**src/inc/crs_regs.svh**
```systemverilog
// constants for the character pattern overlay and video address decode
// assumes a 16-bit processor address space and a 14-bit video address per bank
// Functional notes
// - i/o registers and pattern memory share one 4K range; only one answers
// - configuration bit 0 set selects pattern memory, clear selects i/o registers
// - after power-up the shared range addresses the i/o registers
// - processor writes never change pattern memory contents
// - video fetches come from one 16K bank at a time
// - absolute character start equals in-bank base plus 16384 times bank number
// - low nibble of video pointer selects character base, high nibble kept
// - field 8 gives 8192, 12 gives 12288, 14 gives 14336 in bank 0
// - each pattern is eight bytes, one per row; a 1 bit is foreground
// - compatibility mode: port bit 2 clear swaps in pattern memory
`ifndef CRS_REGS_SVH
`define CRS_REGS_SVH
// ==========================================
// address map
`define CRS_SHARED_BASE 16'hd000
`define CRS_SHARED_TOP 16'hdfff
`define CRS_CFG_ADDR 16'hff00
`define CRS_PORT_ADDR 16'h0001
// ==========================================
// field positions and reset values
`define CRS_CFG_SEL_BIT 0
`define CRS_PORT_IO_BIT 2
`define CRS_CFG_RST 8'h00
`define CRS_PORT_RST 8'h07
`define CRS_VPTR_RST 8'h14
`define CRS_BANK_BYTES 17'h04000
`define CRS_CHAR_UNIT 14'h0400
`define CRS_ROWS 3'h7
`endif

```
**src/inc/crs_pkg.sv**
```systemverilog
// types for the character pattern overlay block
// assumes crs_regs.svh is included by the design files
package crs_pkg;
  typedef struct packed {
    logic [15:0] addr;
    logic [7:0] wdata;
    logic wr;
    logic valid;
  } crs_req_s;
  typedef struct packed {
    logic io_sel;
    logic pat_sel;
    logic ram_sel;
  } crs_sel_s;
  typedef enum logic [1:0] {
    CRS_MAP_IO = 2'b00,
    CRS_MAP_PAT = 2'b01,
    CRS_MAP_RAM = 2'b10
  } crs_map_e;
endpackage : crs_pkg

```
**src/hw/crs_overlay.sv**
```systemverilog
// decode, overlay selection and video character address for one processor
// assumes single-cycle processor requests on clk_i and a pattern memory read port
`timescale 1ns/1ns
`include "crs_regs.svh"
module crs_overlay #(
  parameter int PAT_AW = 12
) (
  input wire logic clk_i,
  input wire logic rst_b_i,
  input wire logic compat_i,
  input wire crs_pkg::crs_req_s req_i,
  input wire logic [7:0] vptr_wdata_i,
  input wire logic [3:0] vptr_base_wdata_i,
  input wire logic vptr_wr_i,
  input wire logic vptr_base_wr_i,
  input wire logic [1:0] vbank_i,
  input wire logic [7:0] screen_code_i,
  input wire logic [2:0] row_i,
  output logic [7:0] cfg_o,
  output logic [7:0] port_o,
  output logic [7:0] vptr_o,
  output crs_pkg::crs_sel_s sel_o,
  output logic pat_wr_block_o,
  output logic [PAT_AW-1:0] pat_addr_o,
  output logic [13:0] char_base_o,
  output logic [16:0] char_abs_o,
  output logic [15:0] video_addr_o,
  output logic [1:0] video_bank_o
);
  import crs_pkg::*;

  initial
  begin
    if (PAT_AW != 12)
      $error("pattern memory must be 4K");
  end

  // ==========================================
  // configuration state
  logic [7:0] cfg;
  logic [7:0] port;
  logic [7:0] vptr;
  logic [1:0] vbank;
  logic [1:0] vbank_m;
  logic compat_m;
  logic compat;

  wire logic cfg_hit = req_i.valid && req_i.wr && req_i.addr == `CRS_CFG_ADDR;
  wire logic port_hit = req_i.valid && req_i.wr && req_i.addr == `CRS_PORT_ADDR;
  wire logic [7:0] next_vptr = vptr_wr_i ? vptr_wdata_i :
    vptr_base_wr_i ? {vptr[7:4], vptr_base_wdata_i} : vptr;

  always_ff @(posedge clk_i or negedge rst_b_i)
  begin
    if (!rst_b_i)
    begin
      cfg <= `CRS_CFG_RST;
      port <= `CRS_PORT_RST;
      vptr <= `CRS_VPTR_RST;
      vbank_m <= 2'h0;
      vbank <= 2'h0;
      compat_m <= 1'b0;
      compat <= 1'b0;
    end
    else
    begin
      if (cfg_hit)
        cfg <= req_i.wdata;
      if (port_hit)
        port <= req_i.wdata;
      vptr <= next_vptr;
      vbank_m <= vbank_i;
      vbank <= vbank_m;
      compat_m <= compat_i;
      compat <= compat_m;
    end
  end

  // ==========================================
  // shared range decode: exactly one of io or pattern memory answers
  wire logic in_shared = req_i.valid && req_i.addr >= `CRS_SHARED_BASE
    && req_i.addr <= `CRS_SHARED_TOP;
  // host must halt its interrupt timer before swapping; no timer is gated here
  wire logic pat_mode = compat ? !port[`CRS_PORT_IO_BIT] : cfg[`CRS_CFG_SEL_BIT];
  wire logic pat_sel = in_shared && pat_mode;
  wire logic io_sel = in_shared && !pat_mode;

  assign sel_o.pat_sel = pat_sel;
  assign sel_o.io_sel = io_sel;
  // writes into a pattern-mapped window are blocked by pat_wr_block_o; ram is selected only outside the shared range
  assign sel_o.ram_sel = req_i.valid && !in_shared;
  assign pat_wr_block_o = pat_sel && req_i.wr;
  assign pat_addr_o = req_i.addr[PAT_AW-1:0];
  assign cfg_o = cfg;
  assign port_o = port;
  assign vptr_o = vptr;

  // ==========================================
  // video side character addressing
  // field bit 0 is ignored so the base stays on a 2K boundary
  wire logic [13:0] char_base = 14'({vptr[3:1], 1'b0}) * `CRS_CHAR_UNIT;
  assign char_base_o = char_base;
  assign char_abs_o = 17'(char_base) + 17'(vbank) * `CRS_BANK_BYTES;
  assign video_bank_o = vbank;
  // eight bytes per pattern, row selects the byte
  assign video_addr_o = {vbank, char_base + {3'h0, screen_code_i, row_i}};

  // ==========================================
  // checks
  AST_ONE_SEL: assert property (@(posedge clk_i) disable iff (!rst_b_i)
    !(sel_o.pat_sel && sel_o.io_sel)) else $error("both io and pattern selected");
  AST_CFG_SEL: assert property (@(posedge clk_i) disable iff (!rst_b_i)
    (!compat && in_shared && cfg[0]) |-> sel_o.pat_sel) else $error("cfg bit0 ignored");
  AST_CFG_IO: assert property (@(posedge clk_i) disable iff (!rst_b_i)
    (!compat && in_shared && !cfg[0]) |-> sel_o.io_sel) else $error("io not selected");
  AST_NO_ROM_WR: assert property (@(posedge clk_i) disable iff (!rst_b_i)
    (sel_o.pat_sel && req_i.wr) |-> pat_wr_block_o) else $error("rom write open");
  AST_BANK: assert property (@(posedge clk_i) disable iff (!rst_b_i)
    video_addr_o[15:14] == video_bank_o) else $error("fetch left bank");
  AST_ABS: assert property (@(posedge clk_i) disable iff (!rst_b_i)
    char_abs_o == 17'(char_base_o) + 17'(video_bank_o) * 17'h04000) else $error("abs wrong");
  AST_KEEP_HI: assert property (@(posedge clk_i) disable iff (!rst_b_i)
    (vptr_base_wr_i && !vptr_wr_i) |=> vptr_o[7:4] == $past(vptr_o[7:4])) else $error("hi lost");
  AST_BASE12: assert property (@(posedge clk_i) disable iff (!rst_b_i)
    vptr_o[3:0] == 4'hc |-> char_base_o == 14'h3000) else $error("base 12 wrong");
  AST_COMPAT: assert property (@(posedge clk_i) disable iff (!rst_b_i)
    (compat && in_shared && !port_o[2]) |-> sel_o.pat_sel) else $error("port swap failed");
  AST_ALIGN: assert property (@(posedge clk_i) disable iff (!rst_b_i)
    char_base_o[10:0] == 11'h000) else $error("base not 2K aligned");
  AST_BASE8: assert property (@(posedge clk_i) disable iff (!rst_b_i)
    vptr_o[3:0] == 4'h8 |-> char_base_o == 14'h2000) else $error("base 8 wrong");
  AST_BASE14: assert property (@(posedge clk_i) disable iff (!rst_b_i)
    vptr_o[3:0] == 4'he |-> char_base_o == 14'h3800) else $error("base 14 wrong");
  // a full pointer write overrides a same-cycle base write
  AST_FULL_WR: assert property (@(posedge clk_i) disable iff (!rst_b_i)
    vptr_wr_i |=> vptr_o == $past(vptr_wdata_i)) else $error("full write lost");
  AST_COMPAT_IO: assert property (@(posedge clk_i) disable iff (!rst_b_i)
    (compat && in_shared && port_o[2]) |-> sel_o.io_sel) else $error("io not restored");
  AST_ROW: assert property (@(posedge clk_i) disable iff (!rst_b_i)
    video_addr_o[2:0] == row_i) else $error("row byte wrong");
endmodule : crs_overlay

```
**config.mk**
```make
export PLATFORM = sky130hd
export DESIGN_NAME = crs_overlay
export DESIGN_NICKNAME = d
export VERILOG_FILES = /design/src/inc/crs_pkg.sv /design/src/hw/crs_overlay.sv
export VERILOG_INCLUDE_DIRS = /design/src /design/src/inc
export SDC_FILE = /design/constraint.sdc
export NUM_CORES = 1
export LEC_CHECK = 0
export BUFFER_PORTS_ARGS = -buffer_cell sky130_fd_sc_hd__buf_2
export CAP_MARGIN = 25
export CORE_ASPECT_RATIO = 1.1
export CORE_MARGIN = 2
export CORE_UTILIZATION = 38
export DETAILED_ROUTE_END_ITERATION = 10
export PLACE_DENSITY = 0.79
export SLEW_MARGIN = 20
export SYNTH_ARGS = -nofsm -noshare
export SYNTH_HDL_FRONTEND = slang
export SYNTH_SLANG_ARGS = --single-unit
```
**constraint.sdc**
```tcl
create_clock -name clk_i -period 1.5 [get_ports clk_i]
set_input_delay 0.3 -clock clk_i [delete_from_list [all_inputs] [get_ports clk_i]]
set_output_delay 0.3 -clock clk_i [all_outputs]
set_load 0.05 [all_outputs]
```
# [Word level (Yosys, flattened, before mapping)]
# Index checks and enable logic that the tools add are counted.
[classes] mux=3 magnitude_cmp=2 n_eq_ne=2 n_reduce_logical=13 addsub=2
[op_table] op="14-bit by 16-bit adder with 17-bit output" n=1
[op_table] op="16-bit by 1-bit equality test with 1-bit output, second input constant" n=1
[op_table] op="16-bit equality test, second input constant" n=1
[op_table] op="16-bit >= comparator, second input constant" n=1
[op_table] op="16-bit <= comparator, second input constant" n=1
[op_table] op="14-bit by 11-bit adder with 14-bit output" n=1
[op_table] op="1-bit logical AND" n=9
[op_table] op="8-bit two-way mux" n=1
[op_table] op="4-bit two-way mux" n=1
[op_table] op="1-bit zero test" n=3
[op_table] op="2-bit nonzero test" n=1
[op_table] op="1-bit two-way mux" n=1
[totals] input_bits=56 output_inout_bits=89 word_cells=30 register_bits=30

# [Logic depth before layout (Yosys ltp)]
[depth] word_depth=5 depth_mapped=5 ltp_nobuf=4

# [Worst setup path before layout]
# OpenSTA, ideal clock, no wires.
[synth_timing] path_type="input-to-reg" start="input port req_i[15] (netlist name)" end="register cfg[0], in the netlist cfg_o[0]" arrival_time_ns=1.646 cell_stages=5 slack_ns=-0.272 setup_time_ns=0.125 n_path_buf=1 cell_sequence="nor4_1 nand4_1 or4_1 buf_4 mux2_4"
[synth_between] elab_chain_cells=2
[synth_lines] element="start: declaration" line="crs_overlay.sv:11" text="input wire crs_pkg::crs_req_s req_i,"
[synth_lines] element="16-bit equality test (no source line)"
[synth_lines] element="1-bit logical AND (no source line)"
[synth_lines] element="end signal: assignment" line="crs_overlay.sv:57" text="cfg <= `CRS_CFG_RST;"
[synth_lines] element="end signal: assignment" line="crs_overlay.sv:68" text="cfg <= req_i.wdata;"
[synth_lines] element="end: declaration" line="crs_overlay.sv:40" text="logic [7:0] cfg;"
# Every way passes these cells.
# A chain may end at the register's enable or synchronous reset.

# [Worst setup path after layout]
[layout_timing] start="input port req_i[15] (netlist name)" end="register cfg[1], in the netlist cfg_o[1]"
# Same word-level chain as after synthesis.

==> flow_summary.toml <==
[drt]
ant_nets = 0
num_vias = 1156
totalWireLength_mm = 3.281
drc_errors = 0
first_pass_iters = 2
avgViaCountPerCell = 4.266
wl_per_cell_um = 12.11
drt_iter0_drc = 1

[clock_network]
tritoncts = "built"
htreeDepth = 2
cts_buffer_depth = 2
clock_sinks = 30
clock_latency_ns = 0.28
cts_buffers = 5
ctsRootBufferMaster = "clkbuf_8"
clk_pin_slew_ns = 0.06

[sta]
setup_viol = 12
clock_skew_ns = 0.001732
worst_pin_slew_ns = 0.6359
drv_slew = 0
setup_ws_ns = -0.09694
holdWs_ns = 0.03930
timing.final.crit_share = 1.065
finalHoldViolations = 0
tns_ns = -1.006
min_period_ns = 1.597
relSlewSlack = 0.5760
grt_setup_unrepaired = "true"
fmax_ghz = 0.6262

[floorplanning]
core_mm2 = 0.004254
die_area_mm2 = 0.004943
start_util = 0.3926
io_pins = 145
die_y_um = 73.54
die_w_um = 67.22
row_count = 25

[synthesis]
synth-seq-area-share = 0.4532
netlist_instances = 145
synth.avg_cell_area_um2 = 11.52
ys_types = 21
netlist_area_mm2 = 0.001670
ys_warn_count = 0
ys_ff_latch = 30

[setup_path]
worstPathRequired_ns = 1.66
crit_fanout = 8
critPathLaunchType = "input pin"
crit_family = "simple AND/OR/NAND/NOR gates"
cp_slowest_cell = "or4_4"
crit_buf_inv = 1
critPathKind = "in2reg"
slowest_delay_ns = 0.61
crit_chain = "buf_8, nor4_4, nand4_1, or4_4, mux2_4"
crit_arrival_ns = 1.76
end_kind = "flip-flop"

[placed_design]
preCtsSetupSlack_ns = -0.4278
dpl_cell_area_mm2 = 0.001896
io_buffers = 99
gp_congestion = 0.6124
dp_hpwl_mm = 2.432
dp.cells = 262

[global_route]
antenna_found_initial = 0
grt_pass1_vias = 1097
overflow = 0
grt_pass1_wl_mm = 4.816
grt_max_degree = 31
grt_usage = 0.1322

[final_layout]
areaGrowthSynthToFinish_pct = 28.24
fin_util = 0.5035
fin_cells = 271
final_common_cell = "buf_2"
diodes = 0
final_nets = 272
layout_common_cells = "90 x buf_2, 25 x dfrtp_1, 23 x conb_1"
drive_gt1_frac = 0.6774
fin_area_mm2 = 0.002142
fillers = 391

[power]
p_leak_nw = 1.195
pwr-share-seq = 0.404
powerDensity_mw_per_mm2 = 994.7
finalPower_mw = 2.131
pwr-share-comb = 0.287
intPower_mw = 1.350
p_clk_frac = 0.309
switching_share = 0.3665
switching_power_mw = 0.7810
irDropWorstVdd_uv = 658.1

[run]
cap_violations = 0

[run_status]
status = "finished with violations"
violations = "negative setup slack"

[worst_hold_path]
hold_path_class = "in2async"
==> timing repair <==
item                                   CTS  global route
cloned                                   0             0
endpoints found under the hold margin    0             0
hold buffers                             0             0
gates resized for setup                 27            10
pin swaps                                4             2
buffers inserted                         3             0
setup endpoints to repair               12            20
==> logic make-up after synthesis <==
family,share of synthesized area
other,0.002245
muxes,0.1768
DFF,0.4532
and+or+nand+nor,0.06967
AOI/OAI and AO/OA,0.01498
buffers and inverters,0.2831
==> state kept, by name, indices dropped and copies added, names as in the netlist <==
signal        cells
vbank_m           2
compat_m          1
video_bank_o      2
vptr_o            8
port_o            8
compat            1
cfg_o             8
==> routing by layer <==
| metal | track usage | up-vias | wire (um) | part of all wire |
|---|---|---|---|---|
| met5 | 0 | - | 0 | 0 |
| met4 | 0.07256 | 0 | 64 | 0.020 |
| met3 | 0.05360 | 8 | 298 | 0.091 |
| met2 | 0.2288 | 70 | 1695 | 0.52 |
| met1 | 0.1335 | 538 | 1223 | 0.37 |
| li1 | - | 540 | - | - |
==> final timing paths <==
path,start,endpoint,slack [ns],cells after the start
worst max-delay path,req_i[15],cfg_o[1],-0.1,5
worst min-delay path,rst_b_i,cfg_o[4],0.04,1
worst max register to register,vptr_o[2],vptr_o[2],0.62,2
worst min register to register,compat_m,compat,0.35,0
max in group asynchronous,rst_b_i,port_o[7],1.05,1
min in group clk_i,vbank_i[0],vbank_m[0],0.13,1
==> worst reg2reg max path: cells and delay by family, from the launching register on <==
family | cells | cell delay (ns)
multiplexers | 1 | 0.06
flip-flops | 1 | 0.56
AO/OA/AOI/OAI | 1 | 0.18
==> cell usage after synthesis (all sizes together) <==
cell	instances	area [um2]
nand4b	2	17.52
mux2i	4	40.04
dfrtp	25	625.6
nand4	1	6.260
mux2	20	255.3
buf	62	465.5
or3b	1	8.760
dfstp	5	131.4
o21ai	4	20.02
nor4	2	12.51
nor3	2	10.01
nor2	3	11.26
a21oi	1	5.000
nand2	5	18.77
or4	1	7.510
and2	2	12.51
conb	1	3.750
clkbuf	2	7.510
nand3	1	5.000
nor2b	1	6.260
==> cell type report <==
type | instances | area [um2] | share of cell area
flip-flops and latches | 30 | 757.0 | 0.3534
repair buffers | 106 | 638.1 | 0.2979
multi-input cells | 73 | 588.1 | 0.2745
clock buffers | 7 | 86.33 | 0.04030
well taps | 54 | 67.56 | 0.03154
clock inverters | 1 | 5.005 | 0.002336
==> power groups by stage <==
stage / clock [mW] / combinational (mW) / sequential (mW)
2_1_floorplan: 0 / 0.530 / 0.960
3_3_place_gp: 0 / 0.581 / 0.874
3_5_place_dp: 0 / 0.587 / 0.875
4_1_cts: 0.688 / 0.608 / 0.861
5_1_grt: 0.725 / 0.642 / 0.865
6_report: 0.658 / 0.612 / 0.860
Power figures use the tool's default switching activity.
